<file path="src/inc/baud_pkg.sv">
// Constants for the serial bit-rate generator: register indices, field positions,
// reset values and divide ratios.
// Assumes a single core clock; the register file sits behind an Avalon-MM slave.
package baud_pkg;
  // Register indices; byte address is four times the index
  localparam logic [7:0] IDX_SERIAL_MODE = 8'h10;
  localparam logic [7:0] IDX_POWER_CONTROL = 8'h11;
  localparam logic [7:0] IDX_TIMER_MODE = 8'h12;
  localparam logic [7:0] IDX_T1_RELOAD = 8'h13;
  localparam logic [7:0] IDX_T2_CONTROL = 8'h14;
  localparam logic [7:0] IDX_T2_RELOAD_LOW = 8'h15;
  localparam logic [7:0] IDX_T2_RELOAD_HIGH = 8'h16;
  localparam logic [7:0] IDX_STATUS = 8'h17;
  localparam logic [7:0] IDX_FRACTIONAL_DIV = 8'h9D;
  localparam logic [7:0] IDX_DEDICATED_CTRL = 8'h9E;
  // Field positions
  localparam int SERIAL_MODE_A_BIT = 7;
  localparam int SERIAL_MODE_B_BIT = 6;
  localparam int DOUBLE_RATE_BIT = 7;
  localparam int T2_RX_SELECT_BIT = 5;
  localparam int T2_TX_SELECT_BIT = 4;
  localparam int DEDICATED_EN_BIT = 7;
  localparam int DIV_CODE_MSB = 2;
  localparam int FRAC_MSB = 5;
  // Reset value and largest divider code
  localparam logic [7:0] RESET_BYTE = 8'h00;
  localparam logic [2:0] DIV_CODE_MAX = 3'h6;
  // Timer 1 upper mode nibble for 8-bit autoreload timer
  localparam logic [3:0] T1_AUTORELOAD_NIBBLE = 4'h2;
  // Divide ratios
  localparam int unsigned SHIFT_MODE_DIV = 12;
  localparam int unsigned FIXED_BASE_DIV = 16;
  localparam int unsigned OVERFLOWS_PER_BIT = 16;
  localparam int unsigned TICKS_PER_BIT = 16;
  localparam logic [7:0] FRAC_OFFSET = 8'h40;
  // Decoded serial mode, one-hot
  typedef enum logic [3:0] {
    MODE_SHIFT = 4'b0001,
    MODE_VAR8 = 4'b0010,
    MODE_FIX9 = 4'b0100,
    MODE_VAR9 = 4'b1000
  } serial_mode_t;
endpackage

</file>
<file path="src/design/rate_divider.sv">
// Enable divider: one tick for every N enable pulses.
// Assumes en is a one-cycle pulse on ref_clk.
`timescale 1ns/1ns
module rate_divider #(
  parameter int unsigned N = 16
) (
  // Clock and reset
  input wire logic ref_clk,
  input wire logic rst,
  // Enable in, tick out
  input wire logic en,
  output logic tick
);
  localparam int W = (N > 1) ? $clog2(N) : 1;
  localparam logic [W-1:0] LAST = W'(N - 1);
  logic [W-1:0] count;
  logic [W-1:0] next_count;

  always_comb
  begin
    next_count = count;
    tick = 1'b0;
    if (en)
    begin
      if (count == LAST)
      begin
        next_count = '0;
        tick = 1'b1;
      end
      else
      begin
        next_count = count + W'(1);
      end
    end
  end

  always_ff @(posedge ref_clk or posedge rst)
  begin
    if (rst)
      count <= '0;
    else
      count <= next_count;
  end
endmodule

</file>
<file path="src/design/uart_baud_rate_generator.sv">
// Bit-rate tick generator for the serial port, with its configuration registers.
// Assumes the shift logic consumes one-cycle bit ticks on ref_clk and an
// external Timer 1 delivers overflow pulses on the same clock when not in autoreload.
// Function
// - Shift-register mode bit rate is core clock divided by twelve.
// - Fixed nine-bit mode: core clock over 32, or over 16 with double rate.
// - Variable modes use Timer 1 or Timer 2 overflow, per direction.
// - Timer 1 rate: overflow rate times two-to-double-rate over 32.
// - Timer 1 autoreload nibble 0010: core clock over 256 minus reload byte.
// - Timer 2 source: sixteen overflows per bit.
// - In generator mode Timer 2 advances every two core clocks.
// - Transmit/receive select bits put Timer 2 in generator mode per direction.
// - Timer 2 reloads from its 16-bit reload pair on overflow.
// - Dedicated enable picks Timer 3 in variable modes and masks double-rate and Timer 2 selects in all modes.
// - Divider code in bits 2..0, codes 0..6; bits 6..3 ignore writes.
// - Timer 3 rate: twice core clock over 2^(code-1) times (fraction+64).
// - Mode bits decode to shift, variable 8, fixed 9, variable 9.
`timescale 1ns/1ns
module uart_baud_rate_generator (
  // Clock and reset
  input wire logic ref_clk,
  input wire logic rst,
  // Avalon-MM slave
  input wire logic [9:0] address,
  input wire logic read,
  input wire logic write,
  input wire logic [3:0] byteenable,
  input wire logic [31:0] writedata,
  output logic [31:0] readdata,
  output logic waitrequest,
  // Overflow pulse from Timer 1 when it runs in another mode
  input wire logic timer1Overflow,
  // Bit ticks to the shift logic
  output logic txBitTick,
  output logic rxBitTick
);
  import baud_pkg::*;

  // Registers
  logic [7:0] serialModeReg, power_control_reg, timer_mode_reg, timer1_reload_byte;
  logic [7:0] timer2_control_reg, timer2_reload_low, timer2_reload_high;
  logic [7:0] dedicated_bitrate_control, fractional_divider_value;
  logic [7:0] next_serialModeReg, next_power_control_reg, next_timer_mode_reg, next_timer1_reload_byte;
  logic [7:0] next_timer2_control_reg, next_timer2_reload_low, next_timer2_reload_high;
  logic [7:0] next_dedicated_bitrate_control, next_fractional_divider_value;
  logic [31:0] next_readdata;
  logic next_waitrequest;
  logic [7:0] regIndex;
  logic regWrite;
  logic [7:0] statusByte;
  assign regIndex = address[9:2];
  assign regWrite = write && !waitrequest && byteenable[0];
  always_comb
  begin
    next_serialModeReg = serialModeReg;
    next_power_control_reg = power_control_reg;
    next_timer_mode_reg = timer_mode_reg;
    next_timer1_reload_byte = timer1_reload_byte;
    next_timer2_control_reg = timer2_control_reg;
    next_timer2_reload_low = timer2_reload_low;
    next_timer2_reload_high = timer2_reload_high;
    next_dedicated_bitrate_control = dedicated_bitrate_control;
    next_fractional_divider_value = fractional_divider_value;
    next_waitrequest = !((read || write) && waitrequest);
    next_readdata = readdata;
    if (regWrite)
    begin
      case (regIndex)
        IDX_SERIAL_MODE: next_serialModeReg = writedata[7:0];
        IDX_POWER_CONTROL: next_power_control_reg = writedata[7:0];
        IDX_TIMER_MODE: next_timer_mode_reg = writedata[7:0];
        IDX_T1_RELOAD: next_timer1_reload_byte = writedata[7:0];
        IDX_T2_CONTROL: next_timer2_control_reg = writedata[7:0];
        IDX_T2_RELOAD_LOW: next_timer2_reload_low = writedata[7:0];
        IDX_T2_RELOAD_HIGH: next_timer2_reload_high = writedata[7:0];
        IDX_DEDICATED_CTRL:
        begin
          // Unimplemented bits stay zero; out-of-range codes clamp to the largest
          next_dedicated_bitrate_control = {writedata[DEDICATED_EN_BIT], 4'h0,
            (writedata[DIV_CODE_MSB:0] > DIV_CODE_MAX) ? DIV_CODE_MAX : writedata[DIV_CODE_MSB:0]};
        end
        IDX_FRACTIONAL_DIV: next_fractional_divider_value = {2'b00, writedata[FRAC_MSB:0]};
        default: ;
      endcase
    end
    if (read && waitrequest)
    begin
      case (regIndex)
        IDX_SERIAL_MODE: next_readdata = {24'h000000, serialModeReg};
        IDX_POWER_CONTROL: next_readdata = {24'h000000, power_control_reg};
        IDX_TIMER_MODE: next_readdata = {24'h000000, timer_mode_reg};
        IDX_T1_RELOAD: next_readdata = {24'h000000, timer1_reload_byte};
        IDX_T2_CONTROL: next_readdata = {24'h000000, timer2_control_reg};
        IDX_T2_RELOAD_LOW: next_readdata = {24'h000000, timer2_reload_low};
        IDX_T2_RELOAD_HIGH: next_readdata = {24'h000000, timer2_reload_high};
        IDX_STATUS: next_readdata = {24'h000000, statusByte};
        IDX_DEDICATED_CTRL: next_readdata = {24'h000000, dedicated_bitrate_control};
        IDX_FRACTIONAL_DIV: next_readdata = {24'h000000, fractional_divider_value};
        default: next_readdata = 32'h00000000;
      endcase
    end
  end
  always_ff @(posedge ref_clk or posedge rst)
  begin
    if (rst)
    begin
      serialModeReg <= RESET_BYTE;
      power_control_reg <= RESET_BYTE;
      timer_mode_reg <= RESET_BYTE;
      timer1_reload_byte <= RESET_BYTE;
      timer2_control_reg <= RESET_BYTE;
      timer2_reload_low <= RESET_BYTE;
      timer2_reload_high <= RESET_BYTE;
      dedicated_bitrate_control <= RESET_BYTE;
      fractional_divider_value <= RESET_BYTE;
      readdata <= 32'h00000000;
      waitrequest <= 1'b1;
    end
    else
    begin
      serialModeReg <= next_serialModeReg;
      power_control_reg <= next_power_control_reg;
      timer_mode_reg <= next_timer_mode_reg;
      timer1_reload_byte <= next_timer1_reload_byte;
      timer2_control_reg <= next_timer2_control_reg;
      timer2_reload_low <= next_timer2_reload_low;
      timer2_reload_high <= next_timer2_reload_high;
      dedicated_bitrate_control <= next_dedicated_bitrate_control;
      fractional_divider_value <= next_fractional_divider_value;
      readdata <= next_readdata;
      waitrequest <= next_waitrequest;
    end
  end
  // Configuration decode
  serial_mode_t serialMode;
  logic dedicatedTimerEnable, doubleRate, t2TxSelect, t2RxSelect, t2Baud, t1Auto, varMode;
  logic [2:0] divCode;
  always_comb
  begin
    case ({serialModeReg[SERIAL_MODE_A_BIT], serialModeReg[SERIAL_MODE_B_BIT]})
      2'b00: serialMode = MODE_SHIFT;
      2'b01: serialMode = MODE_VAR8;
      2'b10: serialMode = MODE_FIX9;
      2'b11: serialMode = MODE_VAR9;
      default: serialMode = MODE_SHIFT;
    endcase
  end
  assign dedicatedTimerEnable = dedicated_bitrate_control[DEDICATED_EN_BIT];
  assign divCode = dedicated_bitrate_control[DIV_CODE_MSB:0];
  // Dedicated timer masks the double-rate and Timer 2 select bits
  assign doubleRate = power_control_reg[DOUBLE_RATE_BIT] && !dedicatedTimerEnable;
  assign t2TxSelect = timer2_control_reg[T2_TX_SELECT_BIT] && !dedicatedTimerEnable;
  assign t2RxSelect = timer2_control_reg[T2_RX_SELECT_BIT] && !dedicatedTimerEnable;
  assign t2Baud = t2TxSelect || t2RxSelect;
  assign t1Auto = (timer_mode_reg[7:4] == T1_AUTORELOAD_NIBBLE);
  assign varMode = (serialMode == MODE_VAR8) || (serialMode == MODE_VAR9);
  assign statusByte = {serialMode, dedicatedTimerEnable, t2TxSelect, t2RxSelect, t1Auto};
  // Timer 1 as 8-bit autoreload counter at core clock
  logic [7:0] t1Count, next_t1Count;
  logic t1Ovf;
  always_comb
  begin
    next_t1Count = t1Count;
    if (t1Auto)
      next_t1Count = (t1Count == 8'hFF) ? timer1_reload_byte : t1Count + 8'h01;
  end
  assign t1Ovf = t1Auto ? (t1Count == 8'hFF) : timer1Overflow;
  // Timer 2 in generator mode: one step every two core clocks; idle, it holds the reload pair
  logic [15:0] t2Count, next_t2Count;
  logic t2Phase, next_t2Phase;
  logic t2Ovf;
  assign t2Ovf = t2Baud && t2Phase && (t2Count == 16'hFFFF);
  always_comb
  begin
    next_t2Count = t2Baud ? t2Count : {timer2_reload_high, timer2_reload_low};
    next_t2Phase = 1'b0;
    if (t2Baud)
    begin
      next_t2Phase = !t2Phase;
      if (t2Phase)
        next_t2Count = t2Ovf ? {timer2_reload_high, timer2_reload_low} : t2Count + 16'h0001;
    end
  end
  // Timer 3: binary prescaler then fractional divider giving a sixteen-times tick
  logic [5:0] t3Pre, next_t3Pre, t3Mask;
  logic [7:0] t3Acc, next_t3Acc, t3Sum, t3Limit;
  logic t3Tick16;
  assign t3Mask = 6'((7'h01 << divCode) - 7'h01);
  assign t3Sum = t3Acc + FRAC_OFFSET;
  assign t3Limit = fractional_divider_value + FRAC_OFFSET;
  always_comb
  begin
    next_t3Pre = t3Pre + 6'h01;
    next_t3Acc = t3Acc;
    t3Tick16 = 1'b0;
    if (!dedicatedTimerEnable)
    begin
      next_t3Pre = 6'h00;
      next_t3Acc = 8'h00;
    end
    else if ((t3Pre & t3Mask) == t3Mask)
    begin
      // Average tick rate is clock / 2^code * 64 / (fraction + 64)
      if (t3Sum >= t3Limit)
      begin
        next_t3Acc = t3Sum - t3Limit;
        t3Tick16 = 1'b1;
      end
      else
      begin
        next_t3Acc = t3Sum;
      end
    end
  end
  // Fixed and overflow dividers
  logic shiftTick, base16Tick, t1Div16, t2Bit, t3Bit;
  logic fixedHalf, next_fixedHalf, t1Half, next_t1Half;
  logic fixedBit, t1Bit;
  // Check helpers: cycles since the last register write, Timer 1 overflows since the last bit
  logic [7:0] quiet, next_quiet;
  logic [5:0] t1OvfSeen, next_t1OvfSeen;
  rate_divider #(.N(SHIFT_MODE_DIV)) u_shift_div (.ref_clk(ref_clk), .rst(rst), .en(1'b1), .tick(shiftTick));
  rate_divider #(.N(FIXED_BASE_DIV)) u_base_div (.ref_clk(ref_clk), .rst(rst), .en(1'b1), .tick(base16Tick));
  rate_divider #(.N(OVERFLOWS_PER_BIT)) u_t1_div (.ref_clk(ref_clk), .rst(rst), .en(t1Ovf), .tick(t1Div16));
  rate_divider #(.N(OVERFLOWS_PER_BIT)) u_t2_div (.ref_clk(ref_clk), .rst(rst), .en(t2Ovf), .tick(t2Bit));
  rate_divider #(.N(TICKS_PER_BIT)) u_t3_div (.ref_clk(ref_clk), .rst(rst), .en(t3Tick16), .tick(t3Bit));
  always_comb
  begin
    next_fixedHalf = base16Tick ? !fixedHalf : fixedHalf;
    next_t1Half = t1Div16 ? !t1Half : t1Half;
    next_quiet = regWrite ? 8'h00 : ((quiet == 8'hFF) ? quiet : quiet + 8'h01);
    next_t1OvfSeen = t1Bit ? 6'h00 : (t1Ovf ? t1OvfSeen + 6'h01 : t1OvfSeen);
  end
  // Double rate keeps every tick; otherwise every other one
  assign fixedBit = base16Tick && (doubleRate || fixedHalf);
  assign t1Bit = t1Div16 && (doubleRate || t1Half);
  // Per-direction source selection
  logic next_txBitTick, next_rxBitTick;
  always_comb
  begin
    next_txBitTick = 1'b0;
    next_rxBitTick = 1'b0;
    case (serialMode)
      MODE_SHIFT:
      begin
        next_txBitTick = shiftTick;
        next_rxBitTick = shiftTick;
      end
      MODE_FIX9:
      begin
        next_txBitTick = fixedBit;
        next_rxBitTick = fixedBit;
      end
      MODE_VAR8, MODE_VAR9:
      begin
        if (dedicatedTimerEnable)
        begin
          next_txBitTick = t3Bit;
          next_rxBitTick = t3Bit;
        end
        else
        begin
          next_txBitTick = t2TxSelect ? t2Bit : t1Bit;
          next_rxBitTick = t2RxSelect ? t2Bit : t1Bit;
        end
      end
      default: ;
    endcase
  end
  always_ff @(posedge ref_clk or posedge rst)
  begin
    if (rst)
    begin
      t1Count <= 8'h00;
      t2Count <= 16'h0000;
      t2Phase <= 1'b0;
      t3Pre <= 6'h00;
      t3Acc <= 8'h00;
      fixedHalf <= 1'b0;
      t1Half <= 1'b0;
      txBitTick <= 1'b0;
      rxBitTick <= 1'b0;
      quiet <= 8'h00;
      t1OvfSeen <= 6'h00;
    end
    else
    begin
      t1Count <= next_t1Count;
      t2Count <= next_t2Count;
      t2Phase <= next_t2Phase;
      t3Pre <= next_t3Pre;
      t3Acc <= next_t3Acc;
      fixedHalf <= next_fixedHalf;
      t1Half <= next_t1Half;
      txBitTick <= next_txBitTick;
      rxBitTick <= next_rxBitTick;
      quiet <= next_quiet;
      t1OvfSeen <= next_t1OvfSeen;
    end
  end

  a_shift_period: assert property (@(posedge ref_clk) disable iff (rst)
    (txBitTick && serialMode == MODE_SHIFT && quiet > 8'd40) |-> ##12 (txBitTick || quiet < 8'd12))
    else $error("shift mode tick period not twelve");
  a_fixed_slow: assert property (@(posedge ref_clk) disable iff (rst)
    (txBitTick && serialMode == MODE_FIX9 && !doubleRate && quiet > 8'd80) |-> ##32 (txBitTick || quiet < 8'd32))
    else $error("fixed mode tick period not 32");
  a_fixed_fast: assert property (@(posedge ref_clk) disable iff (rst)
    (txBitTick && serialMode == MODE_FIX9 && doubleRate && quiet > 8'd40) |-> ##16 (txBitTick || quiet < 8'd16))
    else $error("fixed double-rate tick period not 16");
  a_t1_pacing: assert property (@(posedge ref_clk) disable iff (rst)
    (t1Bit && quiet == 8'hFF) |-> (t1OvfSeen == (doubleRate ? 6'd15 : 6'd31)))
    else $error("timer 1 bit tick not after 32 or 16 overflows");
  a_t2_halfstep: assert property (@(posedge ref_clk) disable iff (rst)
    (t2Baud && !t2Phase) |=> $stable(t2Count))
    else $error("timer 2 stepped on an off cycle");
  a_t2_reload: assert property (@(posedge ref_clk) disable iff (rst)
    t2Ovf |=> (t2Count == $past({timer2_reload_high, timer2_reload_low})))
    else $error("timer 2 did not reload from the pair");
  a_div_code: assert property (@(posedge ref_clk) disable iff (rst)
    (divCode <= DIV_CODE_MAX) && (dedicated_bitrate_control[6:3] == 4'h0))
    else $error("dedicated control holds an illegal field");
  a_t3_shared: assert property (@(posedge ref_clk) disable iff (rst)
    (t3Bit && dedicatedTimerEnable && varMode) |=> (txBitTick && rxBitTick))
    else $error("timer 3 tick not on both directions");
  a_t3_ignore: assert property (@(posedge ref_clk) disable iff (rst)
    dedicatedTimerEnable |-> (!t2Baud && !doubleRate))
    else $error("masked select bits still active");
  a_bus_wait: assert property (@(posedge ref_clk) disable iff (rst)
    ((read || write) && waitrequest) |=> !waitrequest ##1 waitrequest)
    else $error("bus answer not after one wait cycle");
endmodule

</file>
<file path="config.mk">
export PLATFORM = sky130hd
export DESIGN_NAME = uart_baud_rate_generator
export DESIGN_NICKNAME = d
export VERILOG_FILES = /design/src/inc/baud_pkg.sv /design/src/design/rate_divider.sv /design/src/design/uart_baud_rate_generator.sv
export SDC_FILE = /design/constraint.sdc
export NUM_CORES = 1
export LEC_CHECK = 0
export ABC_AREA = 1
export BUFFER_PORTS_ARGS = -buffer_cell sky130_fd_sc_hd__buf_4
export CORE_UTILIZATION = 30
export CTS_BUF_LIST = sky130_fd_sc_hd__clkbuf_16
export CTS_CLUSTER_SIZE = 14
export DETAILED_ROUTE_END_ITERATION = 10
export GPL_TIMING_DRIVEN = 0
export SYNTH_ARGS = -nofsm -noshare
export SYNTH_HDL_FRONTEND = slang
export SYNTH_SLANG_ARGS = --single-unit
</file>
<file path="constraint.sdc">
create_clock -name ref_clk -period 3.8 [get_ports ref_clk]
set_input_delay 0.19 -clock ref_clk [delete_from_list [all_inputs] [get_ports ref_clk]]
set_output_delay 0.19 -clock ref_clk [all_outputs]
set_load 0.01 [all_outputs]
</file>
* Word level (Yosys, flattened, before mapping)
Cells that the tools add are included.
Cells by class: $add $sub $neg 12, $lt $le $gt $ge 2, equality and inequality tests 27, shift-type cells 1, multiplexer cells 36, bitwise gates (word level) 1, reductions and logical operators 32
Operator list (number):
- $pmux W8 S10 | 1
- $eq A8 B5 Y1 const B | 8
- $mux W16 | 4
- $mux W8 | 4
- $eq A4 B4 Y1 const B | 6
- $eq A8 B8 Y1 const B | 3
- $add A4 B1 Y4 const B | 5
- $mux W4 | 5
- $reduce_and A2 Y1 | 9
- $mux W1 | 17
- $add A16 B1 Y16 const B | 1
- $eq A16 B16 Y1 const B | 1
- $pmux W4 S4 | 1
- $logic_and A1 B1 Y1 | 11
- $add A6 B7 Y8 const B | 1
- $add A8 B1 Y8 const B | 1
- $add A8 B7 Y8 const B | 1
- $eq A4 B2 Y1 const B | 2
- $ge A8 B8 Y1 | 1
- $sub A8 B8 Y8 | 1
- $add A6 B1 Y6 const B | 1
- $and A6 B6 Y6 | 1
- $eq A6 B6 Y1 | 1
- $logic_not A1 Y1 | 6
- other kinds (14) | 19
Word-level totals: flip-flop bits (word level) 162, input bits 51, word-level logic and storage cells 136

* Longest topological paths before layout
Gate-level depths: netlist of run 1.
word-level depth 9, mapped depth 13, gate-level depth less buffers 13

* Modules after synthesis
A second synthesis of run 1 with hierarchy kept.
Unflattened totals: cell total of the unflattened synthesis 1028, area total of the unflattened synthesis 7776.2 um^2
Modules (own cells, without submodules):
- uart_baud_rate_generator | instances 1, cells each 897, area an instance 6741.5 um^2, seq. area each 2954.1 um^2
- rate_divider at u_base_div ... | instances 4, cells each 27, area an instance 209.0 um^2, seq. area each 100.1 um^2
- rate_divider at u_shift_div | instances 1, cells each 23, area an instance 198.9 um^2, seq. area each 100.1 um^2

* Worst setup path before layout of run 1
Ideal clock, no wire load.
path type register -> register, from register t3Acc[0], to register t3Acc[3], arrival time 1.840 ns, required time 3.735 ns, slack 1.894 ns, stages on the path, launching flop included 14, cell sequence dfrtp_1 -> inv_1 -> ha_1 -> inv_1 -> fa_1 -> nand3_1 -> nand2_1 -> nand2_1 -> nand3_1 -> nand3_1 -> inv_1 -> nor2_1 -> nand2_1 -> nand2_1
Between the ends: longest elaborated chain between the ends 5, elaborated cells on any way between the ends 6, classes of those cells add/sub (2); order compare (1); mux (3)
Ends and longest elaborated chain:
- start: declaration | line uart_baud_rate_generator.sv:186 | logic [7:0] t3Acc, next_t3Acc, t3Sum, t3Limit;
- start signal: assignment | line uart_baud_rate_generator.sv:292 | t3Acc <= next_t3Acc;
- $add A8 B7 Y8 * | line uart_baud_rate_generator.sv:189 | assign t3Sum = t3Acc + FRAC_OFFSET;
- $sub A8 B8 Y8 / $ge A8 B8 Y1 (equally long branches) | line uart_baud_rate_generator.sv:206, uart_baud_rate_generator.sv:204
- $mux W8 * | line uart_baud_rate_generator.sv:204 | if (t3Sum >= t3Limit)
- $mux W8 * | line uart_baud_rate_generator.sv:201 | else if ((t3Pre & t3Mask) == t3Mask)
- $mux W8 * | line uart_baud_rate_generator.sv:196 | if (!dedicatedTimerEnable)
Every way passes the cells marked *; elsewhere a longest branch is shown, timed or not. The select of a mux whose other input is x is not followed. A chain may end at the register's enable or synchronous reset.

* Final worst setup path of run 1
from register t3Acc[0], to register t3Acc[4]
The elaborated chain is that of the path after synthesis.

==> metrics.txt, run 1 <==
CTS tree done; Max FO, Critical Path 6; die height about 160 um; post-synthesis async set-or-reset flop share 100.0%; period utilization just under 60%; flop2flop setup slack 1.59 ns; VDD IR max between 0.3 and 0.4 mV; FMAX around 450 MHz; XOR/XNOR Fraction of Synth Area under 10%; fin. max-slew vios 0; max_cap viols 0; H-tree depth 4; post-detail-place hpwl 14.21 mm; via count around 6,500; Startpoint Class flip-flop; Die W roughly 160 um; io pins 86; PortBufs 32; Worst setup EP type flip-flop; synth unique cells 45; Std-Cell Rows 57; Vias/cell between 4 and 5; Initial Util a little under a third; insertion delay to the later sink of the worst-skew pair 0.43 ns; status completed; kind of critical path flip-flop to flip-flop; Hold Vio Cnt, Final 0; first-pass GRT wire length ~32 mm; RSZ-0062 raised after global routing false; synth-to-layout area growth 18.87%; Seq cells post-synth between 100 and 150; Final #Nets between 1,000 and 1,500; GPL Wtd Cong 0.8389; max incr delay on CP around 0.4 ns; Yosys Warn Count 0; Sum Neg Setup Slack 0 ns; Pleak 4.518 nW; EDFF count, synth 0; register area share after synthesis a little under half; Slew Limit Headroom 43.96%; CP arrival around 2.6 ns; CTS root buffer clkbuf_16; # diodes 0; WL final roughly 20 mm; Iteration-0 DRC Markers ~400; largest net degree at the start of global routing 42; Largest Register t2Count; Reg clk slew, reported paths roughly 0.06 ns; Hold Crit Class input port to flip-flop; Final setup violation count 0; layout filler cell count 2,569; Post-Route Skew 0.01704 ns; CP required about 4.2 ns; total chip power roughly 3.9 mW; crit-path cells inv_1 > ha_1 > inv_1 > fa_1 > nand3_1 > nand2_1 > nand2_1 > nand3_1 > nand3_1 > inv_1 > nor2_1 > nand2_1 > nand2_1; dominant synthesized flop cell dfrtp_1; Syn Std Cell Area 0.007592 mm^2; First-pass DRT Iterations 4; share of post-route cells with drive strength above 1 between 10% and 20%; DRC 0; complex-gate fraction of the synthesized area a little over a tenth; die area 0.02595 mm^2; post-route antenna net violation count 0; vias in the first global route a little over 6,000; power density cells ~430 mW/mm^2; initial antenna violation count 0; post-synthesis adder-cell area fraction slightly below 3%; Mean Syn Cell Area around 8 um^2; core outline area roughly 0.025 mm^2; main combinational cell family by area after synthesis simple AND/OR/NAND/NOR gates; fin crit period 2.213 ns; Critical Path Most Common Cell nand2_1; transition time of the tightest slew-check pin about 0.84 ns; max reg flops 16; per-cell routed wire length 13.96 um; All-Layer GR Usage ~16%; Clock Path Buffers 2; Worst path slowest cell fa_1; Num Clock Sinks 138; mux cell area share after synthesis less than 1%; Synth Area in Simple Gates between 30% and 40%; Post-Syn Instances just under 1,000; CTS Buf Count 17; total gr overflow 0
[kinds of logic (layout without fill, tap and decap cells)]
| logic type | after synthesis | after routing |
|---|---|---|
| other | 1 | 24 |
| buffers and inverters | 133 | 206 |
| AO/OA/AOI/OAI | 151 | 151 |
| multiplexers | 1 | 1 |
| AND/OR/NAND/NOR | 519 | 519 |
| flip-flops | 138 | 138 |
| XOR/XNOR | 17 | 17 |
| adder cells (fa/ha/maj) | 17 | 17 |
[through the flow]
step                hold slack, ns  cell area [um^2]  std cells  worst slack, ns  utilization [%]
floorplan                   0.2530              7682       1000            1.890                -
global placement            0.3606              8328       1356           0.8803            33.85
detailed placement          0.3699              8388       1359            1.581            34.09
CTS                        0.03189              9025       1397            1.566            36.68
global route               0.06987              9025       1397            1.250            36.68
finish                     0.04847              9025       1397            1.587            36.68
[what timing repair did]
action | in CTS | in global routing
endpoints found under the setup margin | 0 | 0
gates resized for setup | 0 | 0
hold endpoints to repair | 35 | 0
hold buffers | 6 | 0
setup buffers | 0 | 0
[final timing paths]
kind,start,endpoint,depth (start not counted)
max,t3Acc[0],t3Acc[4],13
min,writedata[0],dedicated_bitrate_control[0],3
max reg2reg,t3Acc[0],t3Acc[4],13
min reg2reg,t1Half,t1Half,1
max in group asynchronous,rst,waitrequest,4
min in group asynchronous,rst,t1Count[2],3
[critical path: cells and delay by family, from the launching register on]
kind          cells  cell delay, ns
buf+inv           3            0.21
flops             1            0.38
fa+ha+maj         2            0.54
simple gates      8            1.02
[synthesized netlist by cell type, types with 2 or more instances]
| master | n | area, um^2 |
|---|---|---|
| a21o_1 | 2 | 15.01 |
| a21oi_1 | 22 | 110.1 |
| a31oi_1 | 8 | 50.05 |
| buf_2 | 10 | 50.05 |
| buf_4 | 25 | 187.7 |
| buf_6 | 2 | 22.52 |
| clkbuf_1 | 4 | 15.01 |
| clkinv_1 | 3 | 11.26 |
| dfrtp_1 | 137 | 3428 |
| ha_1 | 16 | 200.2 |
| inv_1 | 87 | 326.6 |
| inv_2 | 2 | 7.510 |
| nand2_1 | 282 | 1059 |
| nand2_2 | 11 | 68.82 |
| nand2_4 | 3 | 33.78 |
| nand3_1 | 91 | 455.4 |
| nand3_2 | 5 | 50.05 |
| nand3b_1 | 2 | 15.01 |
| nand4_1 | 12 | 75.07 |
| nor2_1 | 79 | 296.5 |
| nor2_2 | 9 | 56.30 |
| nor2_8 | 3 | 60.06 |
| nor3_1 | 10 | 50.05 |
| nor3_2 | 2 | 20.02 |
| nor3_4 | 2 | 32.53 |
| o211ai_1 | 3 | 22.52 |
| o21ai_0 | 78 | 390.4 |
| o21ai_1 | 28 | 140.1 |
| o21bai_1 | 2 | 15.01 |
| o22ai_1 | 2 | 12.51 |
| or2_2 | 6 | 37.54 |
| xnor2_1 | 7 | 61.31 |
| xor2_1 | 10 | 87.58 |
[per-layer routing]
layer	track usage [%]	up-vias	wire (um)
met5	0	-	0
met4	5.532	0	346
met3	2.773	22	780
met2	25.45	140	8971
met1	21.30	3033	9410
li1	-	3308	-
[placed cells by master, fill, tap and decap left out, drive strengths merged, types with 2 or more instances in the layout]
master	Yosys	routed
nand3b	2	2
xor2	10	10
nand2	296	296
a31oi	8	8
o211ai	3	3
nor3	14	14
xnor2	7	7
nand3	96	96
o22ai	2	2
a21o	2	2
a21oi	23	23
conb	1	24
dfrtp	137	137
or2	6	6
clkinvlp	0	4
clkinv	3	8
nand4	12	12
dlygate4sd3	0	6
nor2	92	92
clkbuf	4	21
buf	37	72
inv	89	93
o21bai	2	2
o21ai	106	106
bufinv	0	2
ha	16	16
[report_power, final]
group          internal, mW  switching (mW)  total [mW]
Combinational         0.245           0.366       0.611
Sequential             1.57          0.0854        1.66
Clock                 0.965           0.668        1.63
Total                  2.78            1.12        3.90
[final cells by class]
cell class / instances / area, um^2 / share of cell area [%]
clock inverter: 15 / 151.4 / 1.678
sequential: 138 / 3455 / 38.28
multi-input combinational: 729 / 3603 / 39.93
tap: 324 / 405.4 / 4.492
inverter: 92 / 349.1 / 3.868
timing repair buffer: 41 / 360.3 / 3.993
buffer: 41 / 275.3 / 3.050
clock buffer: 17 / 425.4 / 4.714
Power figures use the tool's default switching activity.
==> run 2: changes to the inputs <==
--- a/config.mk
+++ b/config.mk
@@ -5,7 +5,7 @@
 export SDC_FILE = /design/constraint.sdc
 export NUM_CORES = 1
 export LEC_CHECK = 0
-export ABC_AREA = 1
+export ABC_AREA = 0
 export BUFFER_PORTS_ARGS = -buffer_cell sky130_fd_sc_hd__buf_4
 export CORE_UTILIZATION = 30
 export CTS_BUF_LIST = sky130_fd_sc_hd__clkbuf_16
==> constraint.sdc (replaced) <==
create_clock -name ref_clk -period 1.85 [get_ports ref_clk]
set_input_delay 0.0925 -clock ref_clk [delete_from_list [all_inputs] [get_ports ref_clk]]
set_output_delay 0.0925 -clock ref_clk [all_outputs]
set_load 0.01 [all_outputs]
==> metrics.txt, run 2 <==
register area 0.003458 mm^2 (+0.11%); die area 0.02579 mm^2 (-0.62%); final instance area 0.009454 mm^2 (+4.8%); Hold Vio Cnt, Final 0 (unchanged); Hold Crit Class input port to flip-flop; Post-Syn Instances 712 (-27%); Final #Nets 891 (-21%); Syn Std Cell Area 0.007545 mm^2 (-0.63%); most common cell after layout, fill and taps aside dfrtp_1; power density cells 745.3 mW/mm^2 (+72%); H-tree depth 4 (unchanged); vias in the first global route 5,602 (-9.2%); Final Instance Count excl. Fillers 1,159 (-17%); Buf/Inv on CP 1 (-2); Yosys Warn Count 0 (unchanged); most common cell in the netlist dfrtp_1; Worst setup EP type flip-flop; total gr overflow 0 (unchanged); max reg flops 16 (unchanged); Reg clk slew, reported paths 0.06 ns (about the same); WHS 0.004169 ns (-0.04430 ns); kind of critical path flip-flop to flip-flop; Std-Cell Rows 57 (unchanged); crit-path leading delay family compound AO/OA/AOI/OAI gates; Post-Route Skew 0.01063 ns (-0.006415 ns); post-route antenna net violation count 0 (unchanged); HP Start writedata[3]; top cells by count, synth dfrtp_1, nand2_1, mux2_2; via count 5,884 (-9.5%); most frequent cells in the layout dfrtp_1, buf_4, nand2_1; fin crit period 2.322 ns (+0.1082 ns); share of post-route cells with drive strength above 1 31.50% (+18 points); period utilization 125.5% (+67 points); Max FO, Critical Path 4 (-2); fin. max-slew vios 0 (unchanged); Slew Limit Headroom 56.85% (+13 points); Vias/cell 5.077 (+9.1%); CP required 2.15 ns (-2.01 ns); dominant synthesized flop cell dfrtp_1; die height 160.6 um (-0.31%); insertion delay to the later sink of the worst-skew pair 0.42 ns (about the same); max incr delay on CP 0.39 ns (-0.02 ns); CTS Buf Count 17 (unchanged); WL final 19.69 mm (+0.94%); worst setup path startpoint dedicated_bitrate_control[2]; Die W 160.6 um (-0.31%); max_cap viols 0 (unchanged); top cells by area, synth dfrtp_1, mux2_2, nand2_1, o21ai_0, buf_4; failing checks setup timing; Initial Util 30.84% (about the same); First-pass DRT Iterations 7 (+3); layout filler cell count 2,415 (-6.0%); CP arrival 2.62 ns (+0.05 ns); DRC 0 (unchanged); synth unique cells 87 (+93%); CTS root buffer clkbuf_16; Worst path slowest cell dfrtp_1; FMAX 430.7 MHz (-4.7%); All-Layer GR Usage 15.73% (-0.063 points); core outline area 0.02446 mm^2 (-0.58%); first-pass GRT wire length 31.33 mm (-2.5%); PortBufs 29 (-9.4%); post-detail-place hpwl 13.70 mm (-3.6%); synth-to-layout area growth 25.31%; Num Clock Sinks 138 (unchanged); # diodes 0 (unchanged); Synth top area share 45.44% (+0.28 points); Pleak 4.274 nW (-5.4%); Inst Count DP 1,092 (-20%); Multi-input gate area 0.003984 mm^2 (+11%); Largest Register t2Count; Final setup violation count 14 (+14); worst setup margin -0.4716 ns (-2.058 ns); post-synthesis async set-or-reset flop share 100.0% (unchanged); Mean Syn Cell Area 10.60 um^2 (+36%); crit-path cells buf_6 > or3_4 > ha_4 > nor2_4 > o32ai_4 > o31a_2 > nand3_4 > mux2_4; worst r2r src dedicated_bitrate_control[2]; CTS tree done; GPL Wtd Cong 0.8417 (+0.33%); per-cell routed wire length 16.99 um (+22%); cell taking the most area after synthesis dfrtp_1; Iteration-0 DRC Markers 344 (-14%); Startpoint Class flip-flop; VDD IR max 0.4591 mV (+23%); RSZ-0062 raised after global routing true; Seq cells post-synth 138 (unchanged); transition time of the tightest slew-check pin 0.6472 ns (-0.1917 ns); initial antenna violation count 0 (unchanged); dpl cell area 0.008361 mm^2 (-0.33%); io pins 86 (unchanged); Clock Path Buffers 2 (unchanged); EDFF count, synth 0 (unchanged); largest net degree at the start of global routing 35 (-17%); status complete, but fails checks; register area share after synthesis 45.79% (+0.29 points)
run 2: worst min-delay path, stage by stage:
cell     delay [ns]
buf_4          0.15
nand2_1        0.06
o21ai_0        0.08
run 2: per-layer routing:
metal,wire length (um),vias up,track usage (%),part of all wire [%]
met3,858,16,3.306,4.4
met5,0,-,0,0
met1,9554,2987,22.20,49
li1,-,2772,-,-
met2,9058,109,24.32,46
met4,219,0,4.242,1.1
run 2: cells by family after synthesis:
family          Yosys count  synth area share [%]
other cells               1               0.04970
simple gates            222                 16.32
buf+inv                  78                 5.439
mux                      86                 13.86
compound gates          147                 12.95
flops                   138                 45.79
fa+ha+maj                17                 2.919
xor+xnor                 23                 2.670
run 2: power by group:
| part | internal [mW] | switching (mW) |
|---|---|---|
| sequential | 3.12 | 0.0933 |
| combinational | 0.287 | 0.343 |
| clock | 1.93 | 1.28 |
run 2: cell type report:
| class | instances | share of cell area [%] |
|---|---|---|
| buffer | 47 | 3.362 |
| clock buffer | 17 | 4.500 |
| clock inverter | 14 | 1.231 |
| inverter | 28 | 1.151 |
| multi-input combinational | 519 | 42.14 |
| sequential | 138 | 36.58 |
| tap | 324 | 4.288 |
| timing repair buffer | 72 | 6.750 |
run 2: worst paths after layout:
kind	end	slack [ns]	depth (start not counted)
max	u_t3_div.count[0]	-0.47	8
min	fractional_divider_value[3]	0.004	3
max reg2reg	u_t3_div.count[0]	-0.47	8
min reg2reg	u_shift_div.count[0]	0.46	1
max in group asynchronous	timer_mode_reg[5]	0.65	6
min in group asynchronous	t2Count[3]	0.23	3
run 2: per-stage QoR:
stage / setup slack (ns) / TNS [ns] / power [mW] / util, %
floorplan: -0.2766 / -2.298 / 3.622 / -
global placement: -1.223 / -152.45 / 3.797 / 33.85
detailed placement: -0.6890 / -15.29 / 3.831 / 34.18
CTS: -0.4600 / -5.335 / 7.064 / 37.78
global route: -0.5706 / -7.531 / 7.320 / 38.65
finish: -0.4716 / -6.022 / 7.046 / 38.65
run 2: timing repair:
item	in CTS	in global routing
hold buffers	6	0
setup buffers	20	13
setup endpoints to repair	59	56
endpoints found under the hold margin	24	0
gates resized for setup	28	33
pin swaps	9	10
cloned	1	0
